## src/shared/pmsc_pkg.sv

```systemverilog
// Package for the power management status and control block.
package pmsc_pkg;
  // Register word addresses on the plain register port.
  localparam logic [2:0] ADDR_DETECT_CTRL  = 3'h0;
  localparam logic [2:0] ADDR_POWER_DOWN   = 3'h1;
  localparam logic [2:0] ADDR_WARNING_CTRL = 3'h2;
  localparam logic [2:0] ADDR_TRIM_LOW     = 3'h3;
  localparam logic [2:0] ADDR_TRIM_HIGH    = 3'h4;
  // Detect control register fields.
  localparam int DET_FLAG_BIT      = 7;
  localparam int DET_CLEAR_BIT     = 6;
  localparam int DET_IRQ_EN_BIT    = 5;
  localparam int DET_RESET_EN_BIT  = 4;
  localparam int DET_STOP_EN_BIT   = 3;
  localparam int DET_ENABLE_BIT    = 2;
  localparam int DET_REF_BUF_BIT   = 0;
  // Power-down control register fields.
  localparam int PD_FULL_FLAG_BIT  = 4;
  localparam int PD_PART_FLAG_BIT  = 3;
  localparam int PD_CLEAR_BIT      = 2;
  localparam int PD_ALLOW_BIT      = 1;
  localparam int PD_KIND_BIT       = 0;
  // Warning control register fields.
  localparam int WARN_FLAG_BIT     = 7;
  localparam int WARN_CLEAR_BIT    = 6;
  localparam int WARN_DET_TRIP_BIT = 5;
  localparam int WARN_TRIP_BIT     = 4;
  // Reset values and widths.
  localparam logic [7:0] RESET_BYTE = 8'h00;
  localparam int TRIM_HIGH_BITS    = 3;
endpackage

```

## src/verilog/pmsc_top.sv

```systemverilog
// Power management status and control registers with detect and sleep logic.
// Behaviour
// - Detect flag, bit 7, sets on undervolt event only while enabled.
// - Writing 1 to detect clear bit 6 clears detect flag; reads zero.
// - Interrupt enable bit 5 with flag set requests an interrupt.
// - Reset enable bit 4 with detection enabled makes set flag force reset.
// - Stop enable bit 3 keeps detection running during stop mode.
// - Detect enable bit 2 switches detection, gates flag, irq, reset, stop.
// - Bit 0 of detect control enables the reference buffer.
// - Full power-down flag, bit 4, reads 1 after full power-down recovery.
// - Partial power-down flag, bit 3, sets on partial power-down exit.
// - Writing 1 to sleep clear bit 2 clears both recovery flags.
// - Power-down bit 1 permits power-down stop modes when 1.
// - Kind select bit 0 picks full (0) or partial (1) power-down.
// - Write-once control bits accept only the first write after reset.
// - Full recovery flag survives reset; only sleep clear bit clears it.
// - Warning flag bit 7 sets below warning trip, also after reset.
// - Warning clear bit 6 clears flag only when warning condition gone.
// - Warning register bit 5 selects detect trip point, low or high.
// - Warning register bit 4 selects warning trip point, low or high.
// - Low trim copy loads eight factory trim bits after every reset.
// - High trim copy holds three trim bits in 2..0; bits 7..3 read zero.
//
// The address-and-strobe port and the address map were chosen for this implementation.
module pmsc_top (
  input  wire logic       clock,
  input  wire logic       rstn,
  input  wire logic [2:0] reg_addr,
  input  wire logic [7:0] reg_wdata,
  input  wire logic       reg_write,
  input  wire logic       reg_read,
  output logic      [7:0] reg_rdata,
  input  wire logic       undervolt_detect_in,
  input  wire logic       undervolt_warning_in,
  input  wire logic       stop_active,
  input  wire logic       full_sleep_exit,
  input  wire logic       partial_sleep_exit,
  input  wire logic [7:0] trim_flash_low,
  input  wire logic [2:0] trim_flash_high,
  output logic            undervolt_irq,
  output logic            undervolt_reset,
  output logic            reference_buffer_enable,
  output logic            detect_trip_select,
  output logic            warning_trip_select,
  output logic            deep_sleep_allow,
  output logic            deep_sleep_kind_select,
  output logic            detector_on
);

  // All state of the block except the full recovery flag lives in one packed struct.
  typedef struct packed {
    logic [1:0] det_sync;
    logic [1:0] warn_sync;
    logic [1:0] stop_sync;
    logic [1:0] full_sync;
    logic [1:0] part_sync;
    logic       undervolt_detect_flag;
    logic       undervolt_irq_enable;
    logic       undervolt_reset_enable;
    logic       undervolt_stop_enable;
    logic       undervolt_detect_enable;
    logic       reference_buffer_enable;
    logic       partial_sleep_recovered_flag;
    logic       deep_sleep_allow;
    logic       deep_sleep_kind_select;
    logic       det_ctrl_written;
    logic       pd_ctrl_written;
    logic       undervolt_warning_flag;
    logic       detect_trip_select;
    logic       warning_trip_select;
    logic [7:0] trim_copy_low;
    logic [2:0] trim_copy_high;
    logic       trim_loaded;
    logic [7:0] rdata;
    logic       irq;
    logic       rst_req;
    logic       det_on;
  } pmsc_state_t;

  pmsc_state_t state_reg;
  pmsc_state_t state_next;

  // The full recovery flag lives outside the reset domain so it survives it.
  logic full_flag_reg;
  logic full_flag_next;

  logic wr_det;
  logic wr_pd;
  logic wr_warn;
  logic det_active;

  // Write decode helper, used for every writable register.
  function automatic logic wr_hit(input logic       we,
                                  input logic [2:0] addr,
                                  input logic [2:0] target);
    return we && (addr == target);
  endfunction

  assign wr_det  = wr_hit(reg_write, reg_addr, pmsc_pkg::ADDR_DETECT_CTRL);
  assign wr_pd   = wr_hit(reg_write, reg_addr, pmsc_pkg::ADDR_POWER_DOWN);
  assign wr_warn = wr_hit(reg_write, reg_addr, pmsc_pkg::ADDR_WARNING_CTRL);

  // Detection runs when enabled, and in stop only if stop enable is set.
  assign det_active = state_reg.undervolt_detect_enable &&
                      (!state_reg.stop_sync[1] ||
                       state_reg.undervolt_stop_enable);

  // Full recovery flag: set wins over the acknowledge strobe.
  always_comb begin
    full_flag_next = full_flag_reg;
    if (wr_pd && reg_wdata[pmsc_pkg::PD_CLEAR_BIT]) begin
      full_flag_next = 1'b0;
    end
    if (state_reg.full_sync[1]) begin
      full_flag_next = 1'b1;
    end
  end

  // Next-state logic for registers, flags, outputs and read data.
  always_comb begin
    state_next = state_reg;
    // Pin inputs pass two flops; only the second stage is read.
    state_next.det_sync  = {state_reg.det_sync[0], undervolt_detect_in};
    state_next.warn_sync = {state_reg.warn_sync[0], undervolt_warning_in};
    state_next.stop_sync = {state_reg.stop_sync[0], stop_active};
    state_next.full_sync = {state_reg.full_sync[0], full_sleep_exit};
    state_next.part_sync = {state_reg.part_sync[0], partial_sleep_exit};

    // Trim copies load once right after reset release.
    if (!state_reg.trim_loaded) begin
      state_next.trim_copy_low  = trim_flash_low;
      state_next.trim_copy_high = trim_flash_high;
      state_next.trim_loaded    = 1'b1;
    end

    // Detect control writes; the write-once latch blocks later writes to the reset, stop and detect enables.
    if (wr_det) begin
      if (!state_reg.det_ctrl_written) begin
        state_next.det_ctrl_written       = 1'b1;
        state_next.undervolt_reset_enable =
          reg_wdata[pmsc_pkg::DET_RESET_EN_BIT];
        state_next.undervolt_stop_enable  =
          reg_wdata[pmsc_pkg::DET_STOP_EN_BIT];
        state_next.undervolt_detect_enable =
          reg_wdata[pmsc_pkg::DET_ENABLE_BIT];
      end
      state_next.undervolt_irq_enable    =
        reg_wdata[pmsc_pkg::DET_IRQ_EN_BIT];
      state_next.reference_buffer_enable =
        reg_wdata[pmsc_pkg::DET_REF_BUF_BIT];
      if (reg_wdata[pmsc_pkg::DET_CLEAR_BIT]) begin
        state_next.undervolt_detect_flag = 1'b0;
      end
    end
    // An event in the clearing cycle still sets the flag.
    if (det_active && state_reg.det_sync[1]) begin
      state_next.undervolt_detect_flag = 1'b1;
    end

    // Power-down control; allow and kind are write-once.
    if (wr_pd) begin
      if (!state_reg.pd_ctrl_written) begin
        state_next.pd_ctrl_written = 1'b1;
        state_next.deep_sleep_allow = reg_wdata[pmsc_pkg::PD_ALLOW_BIT];
        state_next.deep_sleep_kind_select =
          reg_wdata[pmsc_pkg::PD_KIND_BIT];
      end
      if (reg_wdata[pmsc_pkg::PD_CLEAR_BIT]) begin
        state_next.partial_sleep_recovered_flag = 1'b0;
      end
    end
    if (state_reg.part_sync[1]) begin
      state_next.partial_sleep_recovered_flag = 1'b1;
    end

    // Warning control: the clear only takes once the condition is gone.
    if (wr_warn) begin
      state_next.detect_trip_select =
        reg_wdata[pmsc_pkg::WARN_DET_TRIP_BIT];
      state_next.warning_trip_select =
        reg_wdata[pmsc_pkg::WARN_TRIP_BIT];
      if (reg_wdata[pmsc_pkg::WARN_CLEAR_BIT] && !state_reg.warn_sync[1])
      begin
        state_next.undervolt_warning_flag = 1'b0;
      end
    end
    // Level sensing also catches a supply already low after reset.
    if (state_reg.warn_sync[1]) begin
      state_next.undervolt_warning_flag = 1'b1;
    end

    // Interrupt and reset requests follow the flag and its enables.
    state_next.irq = state_next.undervolt_detect_flag &&
                     state_next.undervolt_irq_enable &&
                     state_next.undervolt_detect_enable;
    state_next.rst_req = state_next.undervolt_detect_flag &&
                         state_next.undervolt_reset_enable &&
                         state_next.undervolt_detect_enable;
    state_next.det_on = state_next.undervolt_detect_enable &&
                        (!state_next.stop_sync[1] ||
                         state_next.undervolt_stop_enable);

    // Read data stands in the cycle after the strobe only.
    state_next.rdata = pmsc_pkg::RESET_BYTE;
    if (reg_read) begin
      unique case (reg_addr)
        pmsc_pkg::ADDR_DETECT_CTRL: begin
          state_next.rdata[pmsc_pkg::DET_FLAG_BIT] =
            state_reg.undervolt_detect_flag;
          state_next.rdata[pmsc_pkg::DET_IRQ_EN_BIT] =
            state_reg.undervolt_irq_enable;
          state_next.rdata[pmsc_pkg::DET_RESET_EN_BIT] =
            state_reg.undervolt_reset_enable;
          state_next.rdata[pmsc_pkg::DET_STOP_EN_BIT] =
            state_reg.undervolt_stop_enable;
          state_next.rdata[pmsc_pkg::DET_ENABLE_BIT] =
            state_reg.undervolt_detect_enable;
          state_next.rdata[pmsc_pkg::DET_REF_BUF_BIT] =
            state_reg.reference_buffer_enable;
        end
        pmsc_pkg::ADDR_POWER_DOWN: begin
          state_next.rdata[pmsc_pkg::PD_FULL_FLAG_BIT] = full_flag_reg;
          state_next.rdata[pmsc_pkg::PD_PART_FLAG_BIT] =
            state_reg.partial_sleep_recovered_flag;
          state_next.rdata[pmsc_pkg::PD_ALLOW_BIT] =
            state_reg.deep_sleep_allow;
          state_next.rdata[pmsc_pkg::PD_KIND_BIT] =
            state_reg.deep_sleep_kind_select;
        end
        pmsc_pkg::ADDR_WARNING_CTRL: begin
          state_next.rdata[pmsc_pkg::WARN_FLAG_BIT] =
            state_reg.undervolt_warning_flag;
          state_next.rdata[pmsc_pkg::WARN_DET_TRIP_BIT] =
            state_reg.detect_trip_select;
          state_next.rdata[pmsc_pkg::WARN_TRIP_BIT] =
            state_reg.warning_trip_select;
        end
        pmsc_pkg::ADDR_TRIM_LOW: begin
          state_next.rdata = state_reg.trim_copy_low;
        end
        pmsc_pkg::ADDR_TRIM_HIGH: begin
          state_next.rdata[pmsc_pkg::TRIM_HIGH_BITS-1:0] =
            state_reg.trim_copy_high;
        end
        default: begin
          state_next.rdata = pmsc_pkg::RESET_BYTE;
        end
      endcase
    end
  end

  // Synchronous reset clears every bit of state_reg to a constant.
  always_ff @(posedge clock) begin
    if (!rstn) begin
      state_reg <= '0;
    end else begin
      state_reg <= state_next;
    end
  end

  // Kept out of reset on purpose: the flag must report recovery across it.
  always_ff @(posedge clock) begin
    full_flag_reg <= full_flag_next;
  end

  // Outputs come straight from state flip-flops.
  assign reg_rdata               = state_reg.rdata;
  assign undervolt_irq           = state_reg.irq;
  assign undervolt_reset         = state_reg.rst_req;
  assign reference_buffer_enable = state_reg.reference_buffer_enable;
  assign detect_trip_select      = state_reg.detect_trip_select;
  assign warning_trip_select     = state_reg.warning_trip_select;
  assign deep_sleep_allow        = state_reg.deep_sleep_allow;
  assign deep_sleep_kind_select  = state_reg.deep_sleep_kind_select;
  assign detector_on             = state_reg.det_on;

endmodule
```

## config.mk

```make
export PLATFORM = sky130hd
export DESIGN_NAME = pmsc_top
export DESIGN_NICKNAME = d
export VERILOG_FILES = /design/src/shared/pmsc_pkg.sv /design/src/verilog/pmsc_top.sv
export SDC_FILE = /design/constraint.sdc
export NUM_CORES = 1
export LEC_CHECK = 0
export ABC_AREA = 1
export ABC_CLOCK_PERIOD_IN_PS = 970
export CORE_ASPECT_RATIO = 0.6
export CORE_MARGIN = 2
export CORE_UTILIZATION = 55
export CTS_CLUSTER_SIZE = 28
export DETAILED_ROUTE_END_ITERATION = 10
export DONT_BUFFER_PORTS = 1
export PLACE_DENSITY_LB_ADDON = 0.08
export SETUP_SLACK_MARGIN = 0.15
export SYNTH_ARGS = -nofsm -noshare
export SYNTH_HDL_FRONTEND = slang
export SYNTH_SLANG_ARGS = --single-unit
export TNS_END_PERCENT = 20
```

## constraint.sdc

```tcl
create_clock -name clock -period 0.97 [get_ports clock]
set_clock_uncertainty 0.05 [all_clocks]
set_input_delay 0.097 -clock clock [delete_from_list [all_inputs] [get_ports clock]]
set_output_delay 0.097 -clock clock [all_outputs]
set_load 0.02 [all_outputs]
```

==> results of run 1 <==
==> path summary, 6_finish.rpt <==
check | startpoint | endpoint | cells after the start
max | state_reg[27] | detector_on | 7
min | rstn | state_reg[11] | 0
max reg2reg | state_reg[27] | detector_on | 7
min reg2reg | state_next[40] | state_reg[40] | 2
==> power by group <==
group	switching [mW]	internal [mW]	leakage, nW
sequential	0.0477	2.04	0.404
combinational	0.165	0.132	0.556
clock	0.687	1.29	0.0784
total	0.900	3.46	1.04
==> layout make-up <==
cell class	instances	area [sq um]	area share [%]
sequential	48	1000	43.2
clock buffer	5	68.8	2.97
tap	45	56.3	2.43
inverter	32	123	5.29
clock inverter	3	90.1	3.89
multi-input combinational	154	747	32.3
timing repair buffer	24	231	9.99
==> per-layer routing <==
metal / routed length [um] / part of all wire (%) / vias to the layer above / global-route usage, %
li1: - / - / 796 / -
met1: 2180 / 51 / 670 / 34.6
met2: 1800 / 42 / 51 / 30.4
met3: 268 / 6.3 / 4 / 7.04
met4: 20 / 0.47 / 0 / 6.03
met5: 0 / 0 / - / 0
==> cell usage after synthesis (all sizes together) <==
cell type	count	area, sq um
o21ai	16	80.1
a31oi	1	6.26
a21o	1	7.51
o211ai	1	7.51
clkbuf	4	25.0
buf	10	78.8
nand2	66	250
nor2	38	168
nand4	4	25.0
dfxtp	48	961
clkinv	1	3.75
a21oi	18	90.1
inv	31	116
nand3	9	45.0
==> critical path: cells and delay by family (launching register included) <==
kind	cells	cell delay (ps)
DFF	1	390
and+or+nand+nor	6	380
buffers and inverters	1	50
==> repair_timing <==
action	CTS	global route
cloned	0	0
endpoints found under the setup margin	38	43
setup buffers	3	1
resized for setup	11	49
endpoints found under the hold margin	41	33
pin swaps	5	21
==> cells by family (layout without fill, tap and decap cells) <==
logic type | count (synthesis) | in the layout | share of synthesized area [%]
and+or+nand+nor | 117 | 117 | 26.2
DFF | 48 | 48 | 51.5
buffers and inverters | 46 | 64 | 12.0
AOI/OAI and AO/OA | 37 | 37 | 10.3
==> through the flow <==
| step | setup WS (ps) | util (%) | instances |
|---|---|---|---|
| CTS | 7.35 | 68.1 | 310 |
| global route | -54.2 | 71.4 | 311 |
| detailed placement | 24.3 | 58.6 | 289 |
| floorplan | 104 | - | 248 |
| global placement | 11.5 | 58.6 | 289 |
| finish | 8.32 | 71.4 | 311 |
==> impl_metrics.ini, run 1 <==
[placed_design]
hpwl_mm = 2.79
gp_congestion = 0.875
placed_cell_area_sq_um = 1900
numPortBuffers = 0

[worst_hold_path]
min_path_type = input port to flop

[cells_and_area]
drive_above_1_share_pct = 25.9
stdcell_area_sq_um = 2320
fillers = 279
final_common_cell = nand2_1
largest_reg_flops = 26
n_antenna_cell = 0
final_nets = 296
layout_common_cells = 61 x nand2_1, 32 x nor2_1, 29 x dfxtp_1
area_growth_pct = 24.2

[critical_path]
path_max_fanout = 4
critPathKind = flop to flop
cp-end-kind = flop
critPathArrivalTime_ps = 1120
max_stage_delay_ps = 390
worstPathCellList = inv_4 > nand2_2 > nand2_2 > nand3_2 > nand2_1 > nor2_1 > nor2_1
start_kind = flop
slowest_stage = dfxtp_4
r2r_setup_slack_ps = 8
cp_data_required_time_ps = 1120

[detailed_routing]
first_pass_iters = 4
drcViolationCount = 0
final_antenna_net_count = 0
num_vias = 1521
vias_per_cell = 4.89
drt-total-wl_mm = 4.27
wl_per_cell_um = 13.7
first_iter_violations = 160

[timing]
setup_viol = 0
fin_crit_sh_pct = 99.1
slew_violations = 0
relSlewSlack_pct = 72.5
finalHoldWorstSlack_ps = -232
min_period_ps = 962
hold_viol_final = 34
timing.fmax_mhz = 1040
setup-tns-final_ps = 0
tightest_slew_ps = 411
rsz0062_at_grt = true

[cts]
cts_root_buf = clkbuf_8
cts_made_buffers = 5
cts.sinks = 48
clk_pin_slew_ps = 90
cts_tree = yes
htree_levels = 2
worstSkewPairLatency_ps = 300
hold_buffers = 10
clock_path_buffers = 2

[job]
maxCapViolCount = 0

[floorplan]
num_rows = 16
ioPinCount = 47
fp.dieH_um = 49.1
dieArea_sq_um = 3890
die-width_um = 79.2
start_util_pct = 57.5
coreArea_sq_um = 3240

[yosys]
synth_fp_nets = 279
netlist_area_sq_um = 1860
synthCells = 248
yosysSeqAreaShare_pct = 51.5
ys_warn_count = 0
syn_avg_cell_area_sq_um = 7.52
yosysUniqueCellTypes = 20
ys_ff_latch = 48

[outcome]
outcome = finished, violations left
violations = hold timing

[pwr]
total_power_mw = 4.36
power.density_nw_per_um2 = 1880
p_leak_nw = 1.04
ir_drop_uv = 1220

[global_routing]
grt_max_degree = 29
grt_pass1_wl_mm = 6.62
antenna_found_initial = 0
grt_overflow = 0
grt_pass1_vias = 1390
grtUsageTotal_pct = 22.6
Note: power is estimated with default switching activity, not from simulation.
==> run 2: changes to the inputs <==
- ABC_CLOCK_PERIOD_IN_PS: 970 -> 800
- GPL_TIMING_DRIVEN: not set -> 0
- RECOVER_POWER: not set -> 50
- clock period: 0.97 -> 0.8 ns (I/O delays scaled with it)
==> impl_metrics.ini, run 2 (synthesis gave the netlist of run 1 again) <==
[cts]
cts.sinks = 48
cts_tree = yes
clk_pin_slew_ps = 80
clock_path_buffers = 2
cts_root_buf = clkbuf_8
worstSkewPairLatency_ps = 300
htree_levels = 2
hold_buffers = 14
cts_made_buffers = 5

[detailed_routing]
wl_per_cell_um = 13.5
drt-total-wl_mm = 4.28
first_iter_violations = 67
final_antenna_net_count = 0
vias_per_cell = 5.02
num_vias = 1592
first_pass_iters = 4
drcViolationCount = 0

[timing]
setup_slack_ps = -193
fin_crit_sh_pct = 124
setup-tns-final_ps = -2060
slew_violations = 0
relSlewSlack_pct = 68.4
setup_viol = 36
rsz0062_at_grt = true
tightest_slew_ps = 473
min_period_ps = 993
finalHoldWorstSlack_ps = -125
hold_viol_final = 16
timing.fmax_mhz = 1010

[critical_path]
cp-startpoint = state_reg[27]
start_kind = flop
crit_buf_inv = 1
cp-end-kind = flop
critPathArrivalTime_ps = 1140
path_max_fanout = 4
critPathKind = flop to flop
cpMostUsedCell = nand2_2
r2r-start = state_reg[27]
path_delay_family = simple AND/OR/NAND/NOR gates
cp_data_required_time_ps = 950
worstPathCellList = inv_4 > nand2_2 > nand2_2 > nand3_2 > nand2_2 > nor2_2 > nor2_1
max_stage_delay_ps = 380
slowest_stage = dfxtp_4

[cells_and_area]
n_antenna_cell = 0
final_common_cell = nand2_1
utilization_pct = 73.0
area_growth_pct = 27.0
final_nets = 302
drive_above_1_share_pct = 29.8
fin_cells = 317
layout_common_cells = 57 x nand2_1, 29 x nor2_1, 29 x dfxtp_1
largest_reg_flops = 26

[floorplan]
fp.dieH_um = 49.1
dieArea_sq_um = 3890
ioPinCount = 47
num_rows = 16
coreArea_sq_um = 3240
start_util_pct = 57.5
die-width_um = 79.2

[placed_design]
gp_congestion = 0.813
dp_cells = 293
numPortBuffers = 0
hpwl_mm = 2.85

[outcome]
outcome = finished, violations left
violations = hold timing, setup timing

[worst_hold_path]
hp-start = trim_flash_low[6]
min_path_type = input port to flop

[global_routing]
grt_pass1_vias = 1485
grt_pass1_wl_mm = 6.86
grtUsageTotal_pct = 23.7
grt_max_degree = 15
antenna_found_initial = 0
grt_overflow = 0

[pwr]
power.density_nw_per_um2 = 1880
total_power_mw = 4.44
ir_drop_uv = 1760
p_leak_nw = 1.07

[job]
maxCapViolCount = 0
==> run 2: cell types whose count changed in the layout (fill, tap and decap cells not counted), moves of 3 or more <==
cell	delta
nor2_2	+4
a21oi_2	+3
nor2_1	-3
nand2_2	+4
nand2_1	-4
dlygate4sd3_1	+3
bufinv_16	-3
buf_4	-4
==> run 2: layout make-up <==
type | instances | area (sq um)
inverters | 32 | 123
multi-input cells | 154 | 777
clock inverters | 2 | 10.0
flip-flops and latches | 48 | 1000
repair buffers | 16 | 175
clock buffers | 6 | 82.6
well taps | 45 | 56.3
fillers | 263 | 876
plain buffers | 14 | 141
==> run 2: final timing paths <==
kind / to / slack [ps] / cells after the start
worst max register to register: detector_on / -190 / 7
worst min-delay path: state_reg[21] / -120 / 2
worst max-delay path: detector_on / -190 / 7
worst min register to register: state_reg[44] / 370 / 2
==> run 2: power by group <==
part / internal [mW] / switching, mW
combinational: 0.185 / 0.243
clock: 0.690 / 0.782
sequential: 2.47 / 0.0664
total: 3.35 / 1.09
==> run 2: through the flow <==
stage / area, sq um / setup WS (ps)
floorplan: 1890 / -56.4
global placement: 1940 / -224
detailed placement: 1940 / -229
CTS: 2250 / -164
global route: 2370 / -271
finish: 2370 / -193
==> run 2: timing repair <==
action	4_1_cts	5_1_grt
gates resized for setup	33	35
pin swaps	8	17
setup endpoints to repair	48	52
hold endpoints to repair	37	15
gates cloned	0	1
setup buffers	1	0
==> run 2: layer usage <==
layer,routed length [um],share of wire [%],track usage [%],up-vias
li1,-,-,-,814
met1,2050,48,32.9,714
met2,1830,43,34.0,56
met3,337,7.9,8.33,8
met4,65,1.5,8.62,0
met5,0,0,0,-
